File: config.mk
export PLATFORM = sky130hd
export DESIGN_NAME = rtc_status_flags
export DESIGN_NICKNAME = d
export VERILOG_FILES = /design/src/core/rtc_status_pkg.sv /design/src/core/reg_access_if.sv /design/src/core/axil_slave.sv /design/src/core/rtc_status_flags.sv /design/src/core/switchover_detect.sv
export VERILOG_INCLUDE_DIRS = /design/src /design/src/core
export SDC_FILE = /design/constraint.sdc
export NUM_CORES = 1
export LEC_CHECK = 0
export BUFFER_PORTS_ARGS = -buffer_cell sky130_fd_sc_hd__buf_2
export CORE_MARGIN = 5
export CORE_UTILIZATION = 40
export DETAILED_ROUTE_END_ITERATION = 8
export MAX_ROUTING_LAYER = met4
export PLACE_DENSITY = 0.66
export SLEW_MARGIN = 25
export SYNTH_ARGS = -nofsm -noshare
export SYNTH_HDL_FRONTEND = slang
export SYNTH_SLANG_ARGS = --single-unit
File: constraint.sdc
create_clock -name clock_in -period 1.8 [get_ports clock_in]
set_input_delay 0.45 -clock clock_in [delete_from_list [all_inputs] [get_ports clock_in]]
set_output_delay 0.45 -clock clock_in [all_outputs]
set_load 0.01 [all_outputs]
File: src/core/rtc_status_map.svh
// register offsets, field positions and reset values of the status block
`ifndef RTC_STATUS_MAP_SVH
`define RTC_STATUS_MAP_SVH
// register indices; byte address is four times the index
`define STATUS_IDX 6'h0e
`define CONTROL_IDX 6'h10
`define PENDING_IDX 6'h11
`define MASK_IDX 6'h12
// status field positions
`define NV_BUSY_BIT 7
`define CLKOUT_BIT 6
`define BACKUP_BIT 5
`define UPDATE_BIT 4
`define TIMER_BIT 3
`define ALARM_BIT 2
`define EXTEV_BIT 1
`define POR_BIT 0
// control field positions
`define TS_SELECT_BIT 0
`define TS_ENABLE_BIT 1
// reset values of the stored flags (bits 6:0) and of the control bits (1:0)
`define STATUS_RESET 7'h01
`define CONTROL_RESET 2'h0
`define PENDING_RESET 7'h00
`define MASK_RESET 7'h00
// axi responses
`define RESP_OKAY 2'h0
`define RESP_SLVERR 2'h2
`endif

File: src/core/rtc_status_pkg.sv
// types shared by the status register block
package rtc_status_pkg;
  typedef logic [6:0] flags_t;
  typedef logic [1:0] resp_t;
  typedef enum logic [2:0] {
    SEL_STATUS = 3'b000,
    SEL_CONTROL = 3'b001,
    SEL_PENDING = 3'b010,
    SEL_MASK = 3'b011,
    SEL_NONE = 3'b100
  } reg_sel_t;
endpackage

File: src/core/reg_access_if.sv
// register access strobes between the bus slave and the register bank
`timescale 1ns/1ns
interface reg_access_if #(parameter int ADDR_W = 8);
  logic wr_en;
  logic [ADDR_W-1:0] wr_addr;
  logic [31:0] wr_data;
  logic [3:0] wr_strb;
  logic wr_err;
  logic rd_en;
  logic [ADDR_W-1:0] rd_addr;
  logic [31:0] rd_data;
  logic rd_err;
  modport bus (output wr_en, wr_addr, wr_data, wr_strb, rd_en, rd_addr,
               input wr_err, rd_data, rd_err);
  modport regs (input wr_en, wr_addr, wr_data, wr_strb, rd_en, rd_addr,
                output wr_err, rd_data, rd_err);
endinterface

File: src/core/axil_slave.sv
// axi4-lite slave turning bus transfers into register strobes
`timescale 1ns/1ns
`include "rtc_status_map.svh"
module axil_slave import rtc_status_pkg::*; #(
  parameter int ADDR_W = 8
) (
  input wire logic clock_in,
  input wire logic arst_n_in,
  input wire logic [ADDR_W-1:0] awaddr_in,
  input wire logic awvalid_in,
  output logic awready_out,
  input wire logic [31:0] wdata_in,
  input wire logic [3:0] wstrb_in,
  input wire logic wvalid_in,
  output logic wready_out,
  output resp_t bresp_out,
  output logic bvalid_out,
  input wire logic bready_in,
  input wire logic [ADDR_W-1:0] araddr_in,
  input wire logic arvalid_in,
  output logic arready_out,
  output logic [31:0] rdata_out,
  output resp_t rresp_out,
  output logic rvalid_out,
  input wire logic rready_in,
  reg_access_if.bus ra
);
  logic aw_full_q, aw_full_d, w_full_q, w_full_d, bvalid_q, bvalid_d, rvalid_q, rvalid_d;
  logic [ADDR_W-1:0] awaddr_q, awaddr_d;
  logic [31:0] wdata_q, wdata_d, rdata_q, rdata_d;
  logic [3:0] wstrb_q, wstrb_d;
  resp_t bresp_q, bresp_d, rresp_q, rresp_d;

  // address and data may arrive in either order; each is held until both are in
  assign awready_out = ~aw_full_q & ~bvalid_q;
  assign wready_out = ~w_full_q & ~bvalid_q;
  assign arready_out = ~rvalid_q;
  assign ra.wr_en = aw_full_q & w_full_q & ~bvalid_q;
  assign ra.wr_addr = awaddr_q;
  assign ra.wr_data = wdata_q;
  assign ra.wr_strb = wstrb_q;
  assign ra.rd_en = arvalid_in & ~rvalid_q;
  assign ra.rd_addr = araddr_in;
  assign bvalid_out = bvalid_q;
  assign bresp_out = bresp_q;
  assign rvalid_out = rvalid_q;
  assign rdata_out = rdata_q;
  assign rresp_out = rresp_q;

  always_comb begin
    aw_full_d = aw_full_q;
    w_full_d = w_full_q;
    awaddr_d = awaddr_q;
    wdata_d = wdata_q;
    wstrb_d = wstrb_q;
    bvalid_d = bvalid_q;
    bresp_d = bresp_q;
    rvalid_d = rvalid_q;
    rdata_d = rdata_q;
    rresp_d = rresp_q;
    if (awvalid_in && awready_out) begin
      aw_full_d = 1'b1;
      awaddr_d = awaddr_in;
    end
    if (wvalid_in && wready_out) begin
      w_full_d = 1'b1;
      wdata_d = wdata_in;
      wstrb_d = wstrb_in;
    end
    if (ra.wr_en) begin
      aw_full_d = 1'b0;
      w_full_d = 1'b0;
      bvalid_d = 1'b1;
      bresp_d = ra.wr_err ? `RESP_SLVERR : `RESP_OKAY;
    end else if (bvalid_q && bready_in) begin
      bvalid_d = 1'b0;
    end
    if (ra.rd_en) begin
      rvalid_d = 1'b1;
      rdata_d = ra.rd_data;
      rresp_d = ra.rd_err ? `RESP_SLVERR : `RESP_OKAY;
    end else if (rvalid_q && rready_in) begin
      rvalid_d = 1'b0;
    end
  end

  always_ff @(posedge clock_in or negedge arst_n_in) begin
    if (!arst_n_in) begin
      aw_full_q <= 1'b0;
      w_full_q <= 1'b0;
      awaddr_q <= '0;
      wdata_q <= 32'h0;
      wstrb_q <= 4'h0;
      bvalid_q <= 1'b0;
      bresp_q <= `RESP_OKAY;
      rvalid_q <= 1'b0;
      rdata_q <= 32'h0;
      rresp_q <= `RESP_OKAY;
    end else begin
      aw_full_q <= aw_full_d;
      w_full_q <= w_full_d;
      awaddr_q <= awaddr_d;
      wdata_q <= wdata_d;
      wstrb_q <= wstrb_d;
      bvalid_q <= bvalid_d;
      bresp_q <= bresp_d;
      rvalid_q <= rvalid_d;
      rdata_q <= rdata_d;
      rresp_q <= rresp_d;
    end
  end
endmodule

File: src/core/rtc_status_flags.sv
// status flag register bank with axi4-lite access and interrupt output
`timescale 1ns/1ns
`include "rtc_status_map.svh"

module rtc_status_flags import rtc_status_pkg::*; #(
  parameter int ADDR_W = 8
) (
  input wire logic clock_in,
  input wire logic arst_n_in,
  input wire logic [ADDR_W-1:0] s_axi_awaddr_in,
  input wire logic s_axi_awvalid_in,
  output logic s_axi_awready_out,
  input wire logic [31:0] s_axi_wdata_in,
  input wire logic [3:0] s_axi_wstrb_in,
  input wire logic s_axi_wvalid_in,
  output logic s_axi_wready_out,
  output logic [1:0] s_axi_bresp_out,
  output logic s_axi_bvalid_out,
  input wire logic s_axi_bready_in,
  input wire logic [ADDR_W-1:0] s_axi_araddr_in,
  input wire logic s_axi_arvalid_in,
  output logic s_axi_arready_out,
  output logic [31:0] s_axi_rdata_out,
  output logic [1:0] s_axi_rresp_out,
  output logic s_axi_rvalid_out,
  input wire logic s_axi_rready_in,
  input wire logic on_backup_pin_in,
  input wire logic write_lock_in,
  input wire logic nonvolatile_transfer_active_in,
  input wire logic clock_output_event_in,
  input wire logic update_event_in,
  input wire logic timer_event_in,
  input wire logic alarm_event_in,
  input wire logic external_event_in,
  output logic [7:0] event_status_flags_out,
  output logic timestamp_source_select_out,
  output logic timestamp_capture_enable_out,
  output logic irq_out
);
  // ***************************************************************
  // address decode
  // ***************************************************************
  function automatic reg_sel_t decode(input logic [ADDR_W-1:0] addr);
    logic [ADDR_W-3:0] idx;
    idx = addr[ADDR_W-1:2];
    if (addr[1:0] != 2'h0) begin
      decode = SEL_NONE;
    end else if (idx == (ADDR_W-2)'(`STATUS_IDX)) begin
      decode = SEL_STATUS;
    end else if (idx == (ADDR_W-2)'(`CONTROL_IDX)) begin
      decode = SEL_CONTROL;
    end else if (idx == (ADDR_W-2)'(`PENDING_IDX)) begin
      decode = SEL_PENDING;
    end else if (idx == (ADDR_W-2)'(`MASK_IDX)) begin
      decode = SEL_MASK;
    end else begin
      decode = SEL_NONE;
    end
  endfunction

  // ***************************************************************
  // bus slave and switchover detector
  // ***************************************************************
  reg_access_if #(.ADDR_W(ADDR_W)) ra ();

  axil_slave #(.ADDR_W(ADDR_W)) u_bus (
    .clock_in(clock_in),
    .arst_n_in(arst_n_in),
    .awaddr_in(s_axi_awaddr_in),
    .awvalid_in(s_axi_awvalid_in),
    .awready_out(s_axi_awready_out),
    .wdata_in(s_axi_wdata_in),
    .wstrb_in(s_axi_wstrb_in),
    .wvalid_in(s_axi_wvalid_in),
    .wready_out(s_axi_wready_out),
    .bresp_out(s_axi_bresp_out),
    .bvalid_out(s_axi_bvalid_out),
    .bready_in(s_axi_bready_in),
    .araddr_in(s_axi_araddr_in),
    .arvalid_in(s_axi_arvalid_in),
    .arready_out(s_axi_arready_out),
    .rdata_out(s_axi_rdata_out),
    .rresp_out(s_axi_rresp_out),
    .rvalid_out(s_axi_rvalid_out),
    .rready_in(s_axi_rready_in),
    .ra(ra)
  );

  logic on_backup;
  logic switchover;

  switchover_detect u_switch (
    .clock_in(clock_in),
    .arst_n_in(arst_n_in),
    .on_backup_pin_in(on_backup_pin_in),
    .on_backup_out(on_backup),
    .switchover_out(switchover)
  );

  // ***************************************************************
  // register state
  // ***************************************************************
  flags_t status_q, status_d;
  flags_t pending_q, pending_d;
  flags_t mask_q, mask_d;
  logic [1:0] control_q, control_d;
  flags_t set_v;
  flags_t clr_v;
  reg_sel_t wr_sel, rd_sel;
  logic wr_low;
  logic status_wr;

  assign wr_sel = decode(ra.wr_addr);
  assign rd_sel = decode(ra.rd_addr);
  // only the low byte lane carries register data
  assign wr_low = ra.wr_en & ra.wr_strb[0];
  // locked status writes are answered okay but dropped whole
  assign status_wr = wr_low & (wr_sel == SEL_STATUS) & ~write_lock_in;
  assign ra.wr_err = (wr_sel == SEL_NONE);

  always_comb begin
    set_v = '0;
    set_v[`CLKOUT_BIT] = clock_output_event_in;
    set_v[`BACKUP_BIT] = switchover & ~status_q[`BACKUP_BIT];
    set_v[`UPDATE_BIT] = update_event_in;
    set_v[`TIMER_BIT] = timer_event_in;
    set_v[`ALARM_BIT] = alarm_event_in;
    set_v[`EXTEV_BIT] = external_event_in |
      (switchover & control_q[`TS_SELECT_BIT] & control_q[`TS_ENABLE_BIT]);
  end

  always_comb begin
    clr_v = '0;
    if (status_wr) begin
      clr_v = ~ra.wr_data[6:0];
      // clearing the switch flag on backup would lose the only record of the outage
      clr_v[`BACKUP_BIT] = ~ra.wr_data[`BACKUP_BIT] & ~on_backup;
    end
    // set wins over a clear in the same cycle
    status_d = (status_q & ~clr_v) | set_v;
    pending_d = pending_q | set_v;
    if (wr_low && wr_sel == SEL_PENDING) begin
      pending_d = (pending_q & ~ra.wr_data[6:0]) | set_v;
    end
    mask_d = mask_q;
    if (wr_low && wr_sel == SEL_MASK) begin
      mask_d = ra.wr_data[6:0];
    end
    control_d = control_q;
    if (wr_low && wr_sel == SEL_CONTROL) begin
      control_d = ra.wr_data[1:0];
    end
  end

  always_ff @(posedge clock_in or negedge arst_n_in) begin
    if (!arst_n_in) begin
      status_q <= `STATUS_RESET;
      pending_q <= `PENDING_RESET;
      mask_q <= `MASK_RESET;
      control_q <= `CONTROL_RESET;
    end else begin
      status_q <= status_d;
      pending_q <= pending_d;
      mask_q <= mask_d;
      control_q <= control_d;
    end
  end

  // ***************************************************************
  // read mux and outputs
  // ***************************************************************
  always_comb begin
    ra.rd_data = 32'h0;
    ra.rd_err = 1'b0;
    unique case (rd_sel)
      SEL_STATUS: begin
        ra.rd_data[7:0] = {nonvolatile_transfer_active_in, status_q};
      end
      SEL_CONTROL: begin
        ra.rd_data[1:0] = control_q;
      end
      SEL_PENDING: begin
        ra.rd_data[6:0] = pending_q;
      end
      SEL_MASK: begin
        ra.rd_data[6:0] = mask_q;
      end
      SEL_NONE: begin
        ra.rd_err = 1'b1;
      end
    endcase
  end

  assign event_status_flags_out = {nonvolatile_transfer_active_in, status_q};
  assign timestamp_source_select_out = control_q[`TS_SELECT_BIT];
  assign timestamp_capture_enable_out = control_q[`TS_ENABLE_BIT];
  assign irq_out = |(pending_q & mask_q);
endmodule

File: src/core/switchover_detect.sv
// synchronises the backup-supply indication and marks each switchover
`timescale 1ns/1ns
module switchover_detect (
  input wire logic clock_in,
  input wire logic arst_n_in,
  input wire logic on_backup_pin_in,
  output logic on_backup_out,
  output logic switchover_out
);
  logic [2:0] sync_q, sync_d;

  // stage 0 feeds only stage 1; the edge is taken between stages 1 and 2
  always_comb begin
    sync_d = {sync_q[1:0], on_backup_pin_in};
  end

  always_ff @(posedge clock_in or negedge arst_n_in) begin
    if (!arst_n_in) begin
      sync_q <= 3'h0;
    end else begin
      sync_q <= sync_d;
    end
  end

  assign on_backup_out = sync_q[1];
  assign switchover_out = sync_q[1] & ~sync_q[2];
endmodule

After elaboration in Yosys (flattened, before gate mapping) --
Index checks and enable logic that the tools add are counted.
Operators by class: equality and inequality tests 16, bitwise logic cells 31, muxes and demuxes 26, reductions and logical operators 16
Operators with widths (number):
- $eq 6x5->1 const B | 6
- $mux 3 | 10
- $and 7x7->7 | 3
- $or 7x7->7 | 3
- $pmux 5 s3 | 1
- $mux 7 | 2
- $not 7->7 | 2
- $and 1x1->1 | 13
- $eq 3x2->1 const B | 4
- $eq 6x4->1 const B | 2
- $reduce_bool 2->1 | 6
- $mux 1 | 10
- $not 1->1 | 9
- $pmux 2 s4 | 1
- $logic_and 1x1->1 | 7
- $reduce_or 7->1 | 1
- $eq 3x1->1 const B | 2
- $eq 3x3->1 const B | 2
- $logic_not 3->1 | 2
- $mux 2 | 2
- $or 1x1->1 | 1
Word-level totals: bits of input ports 67, register bits after elaboration 58, word-level logic and storage cells 104, output and inout port bits 52

Logic depth before layout (Yosys ltp) --
depth in word-level cells 13, gate-level depth with buffers 6, depth with buffers taken out 4

Hierarchy --
A second synthesis with hierarchy kept.
Unflattened totals: cells, all modules 326, area, all modules 4738.3 µm²
By module, submodules not included:
- axil_slave | instances 1, sequential area each 2052.0 µm², cells an instance 195, area an instance 3337.0 µm²
- rtc_status_flags | instances 1, sequential area each 576.8 µm², cells an instance 127, area an instance 1312.5 µm²
- switchover_detect | instances 1, sequential area each 75.1 µm², cells an instance 4, area an instance 88.8 µm²

Worst setup path after synthesis --
OpenSTA, ideal clock, no wires.
path type reg-to-reg, start register u_bus.bvalid_q (netlist: u_bus.bvalid_out), end register mask_q[0], arrival time 1.594 ns, buffers on the path 1, stages on the path, launching flop included 6, slack 0.082 ns, library setup time 0.125 ns, period minus slack after synthesis 1.718 ns, required time 1.675 ns, path through dfrtp_1 > and3b_1 > buf_4 > nand3_4 > nor3_4 > mux2_2
Between the ends: longest elaborated chain between the ends 4
Ends and longest elaborated chain:
- start, declared | RTL line axil_slave.sv:28 | logic aw_full_q, aw_full_d, w_full_q, w_full_d, bvalid_q, bvalid_d, rvalid_q, rvalid_d;
- start signal, assigned | RTL line axil_slave.sv:105 | bvalid_q <= bvalid_d;
- $not 1->1 | RTL line axil_slave.sv:38 | assign ra.wr_en = aw_full_q & w_full_q & ~bvalid_q;
- $and 1x1->1 | RTL line axil_slave.sv:38
- $and 1x1->1 | RTL line rtc_status_flags.sv:116 | assign wr_low = ra.wr_en & ra.wr_strb[0];
- $logic_and 1x1->1 | RTL line rtc_status_flags.sv:146 | if (wr_low && wr_sel == SEL_MASK) begin
- end signal, assigned | RTL line rtc_status_flags.sv:159 | mask_q <= `MASK_RESET;
- end signal, assigned | RTL line rtc_status_flags.sv:164 | mask_q <= mask_d;
- end, declared | RTL line rtc_status_flags.sv:105 | flags_t mask_q, mask_d;
Every way passes these cells. A chain may end at the register's enable or synchronous reset.

Final worst setup path --
start register pending_q[6], end output irq_out
Between the ends: longest elaborated chain between the ends 2
Ends and longest elaborated chain:
- start, declared | RTL line rtc_status_flags.sv:104 | flags_t pending_q, pending_d;
- start signal, assigned | RTL line rtc_status_flags.sv:158 | pending_q <= `PENDING_RESET;
- start signal, assigned | RTL line rtc_status_flags.sv:163 | pending_q <= pending_d;
- $and 7x7->7 | RTL line rtc_status_flags.sv:197 | assign irq_out = |(pending_q & mask_q);
- $reduce_or 7->1 | RTL line rtc_status_flags.sv:197
- end, declared | RTL line rtc_status_flags.sv:38 | output logic irq_out
Every way passes these cells.

==> results.json <==
{
  "numCtsBuffers": 5,
  "yosys.area.top_type": "dfrtp_1",
  "ant_nets": 0,
  "crit_type": "register to output port",
  "synth_compound_area_frac": 0.129,
  "status": "complete, but fails checks",
  "drt_iter0_drc": 94,
  "fin_crit_sh": 1.01,
  "synthArstFlopShare": 1.00,
  "initial_core_util": 0.415,
  "io_buffers": 64,
  "synth-seq-cells": 56,
  "clock_sinks": 56,
  "crit_fanout": 2,
  "start_kind": "register",
  "max_freq_mhz": 549,
  "yosys.area_share.simple": 0.134,
  "clockBufferDepth": 2,
  "die_width_um": 91.7,
  "syn_inst": 241,
  "synth_top_flop_cell": "dfrtp_1",
  "fin_util": 0.496,
  "slew_violations": 0,
  "fp-row-count": 29,
  "drive_gt1_frac": 0.380,
  "postLayoutSetupSlackWorst_ns": -0.0204,
  "min_period_ns": 1.82,
  "yosysSeqAreaShare": 0.526,
  "setup_viol": 1,
  "grt_pass1_vias": 1983,
  "violations": "setup timing",
  "grtUsageTotal": 0.141,
  "drc": 0,
  "synthAdderAreaFrac": 0,
  "p_per_area_mw_per_mm2": 1060,
  "holdWs_ns": 0.0229,
  "layout_commonest_cell": "buf_2",
  "clkLatencyLatePin_ns": 0.31,
  "hold_viol_final": 0,
  "synth_top_family_by_area": "simple AND/OR/NAND/NOR gates",
  "ys_warn_count": 0,
  "netlist.area_leader.share": 0.516,
  "die_area_sq_mm": 0.00840,
  "insertedDiodeCount": 0,
  "syn2layout_area_growth_pct": 19.5,
  "drt_pass1_iterations": 4,
  "fin_skew_ns": 0.0109,
  "cp.required_ns": 1.35,
  "root_buffer": "clkbuf_8",
  "max-cap-violations": 0,
  "cts_tree": "done",
  "place.gp.congestion": 0.752,
  "synth_cell_type_count": 37,
  "io-pin-count": 119,
  "muxShareOfSynthArea": 0.109,
  "drt_wl_total_mm": 5.49,
  "via_per_inst": 4.79,
  "cts_max_level": 2,
  "end_kind": "output port",
  "antenna_found_initial": 0,
  "clk_pin_slew_ns": 0.10,
  "grt_overflow": 0,
  "synth-edff-count": 0,
  "final_cell_mix": "buf_2, dfrtp_1, conb_1",
  "layout.nets": 387,
  "hold_class": "input port to async pin",
  "coreArea_sq_mm": 0.00642,
  "yosys-top-cells-area": "dfrtp_1, mux2_2, buf_4, nor2_1, o21ai_0",
  "synth_area_per_cell_sq_um": 11.1,
  "syn-cell-area_sq_mm": 0.00267,
  "synth_xor_area_frac": 0,
  "grt_pass1_wl_mm": 9.32,
  "rsz0062_at_grt": "true",
  "leakagePower_nw": 1.51,
  "grt_max_degree": 45,
  "cp.arrival_ns": 1.37,
  "num_vias": 1905,
  "ir_drop_uv": 704,
  "wl_per_cell_um": 13.8,
  "fillers": 589,
  "dp_hpwl_mm": 4.25,
  "die_y_um": 91.7
}
through the flow:
step                      power [mW]  setup WS (ns)  std cells  instance area, sq um  setup TNS [ns]
after floorplan                 2.41         0.0816        266                  2760               0
after global placement          2.66         0.0765        386                  3050               0
after detailed placement        2.69         0.0452        386                  3050               0
after CTS                       3.43        -0.0182        397                  3170         -0.0182
after global routing            3.62        -0.0965        398                  3190         -0.0965
final                           3.38        -0.0204        398                  3190         -0.0204
registers in the layout (all words and copies together), names as in the netlist, 2 cells and up:
register,flops
status_q,7
u_bus.rdata_out,8
u_switch.sync_q,3
u_bus.ra.wr_addr,8
mask_q,7
control_q,2
pending_q,7
u_bus.ra.wr_data,7
cell type report:
type | count | area [sq um] | area share
sequential | 56 | 1400 | 0.440
multi-input combinational | 166 | 1090 | 0.341
timing repair buffer | 79 | 458 | 0.144
tap | 77 | 96.3 | 0.0302
clock buffer | 6 | 82.6 | 0.0259
inverter | 12 | 45.0 | 0.0141
clock inverter | 2 | 15.0 | 0.00471
critical path, cell delays in order, from the launching register on:
cell	delay [ns]
dfrtp_1	0.39
a222oi_1	0.38
nand3_1	0.13
buf_2	0.17
cell usage after synthesis, types with 2 or more instances:
cell and count:
a21boi_0 2, a21oi_1 9, a22o_1 5, a22oi_1 9, a31oi_1 6, and2_1 2, buf_4 28, clkbuf_1 3
dfrtp_1 55, inv_1 12, mux2_2 24, mux2i_1 2, nand2_1 13, nand2b_1 3, nand3_1 2, nor2_1 25
nor2b_1 4, nor3_2 3, o21ai_0 14, o2bb2ai_1 2, or3_1 2
path summary, 6_finish.rpt:
| path | from | to | slack, ns | depth (start not counted) |
|---|---|---|---|---|
| setup / recovery | pending_q[6] | irq_out | -0.02 | 3 |
| hold reg to reg | u_switch.sync_q[0] | u_switch.sync_q[1] | 0.36 | 0 |
| hold / removal | arst_n_in | u_bus.rvalid_out | 0.02 | 1 |
| max in group asynchronous | arst_n_in | status_q[0] | 1.18 | 2 |
| min in group clock_in | on_backup_pin_in | u_switch.sync_q[0] | 0.24 | 1 |
| setup reg to reg | u_bus.ra.wr_addr[7] | control_q[1] | 0.15 | 4 |
per-layer routing:
layer | GRT usage | vias up | wire (um)
met4 | 0.0477 | 0 | 95
met2 | 0.226 | 72 | 2510
li1 | - | 943 | -
met5 | - | - | 0
met1 | 0.169 | 879 | 2430
met3 | 0.0442 | 11 | 449
cell families after synthesis:
| kind of cell | after synthesis |
|---|---|
| mux | 26 |
| compound gates | 52 |
| other cells | 1 |
| flops | 56 |
| buf+inv | 44 |
| simple gates | 62 |
timing repair:
action	4_1_cts	5_1_grt
setup endpoints to repair	1	8
buffers inserted	3	1
hold buffers	0	0
pin swaps	2	3
gates cloned	0	0
resized for setup	0	0
power breakdown:
group / internal, mW / total, mW / leakage (nW) / switching, mW
Clock: 0.312 / 0.722 / 0.0434 / 0.410
Combinational: 0.459 / 0.894 / 0.809 / 0.435
Sequential: 1.52 / 1.76 / 0.656 / 0.241
No activity file was read; power rests on OpenSTA's default activity.
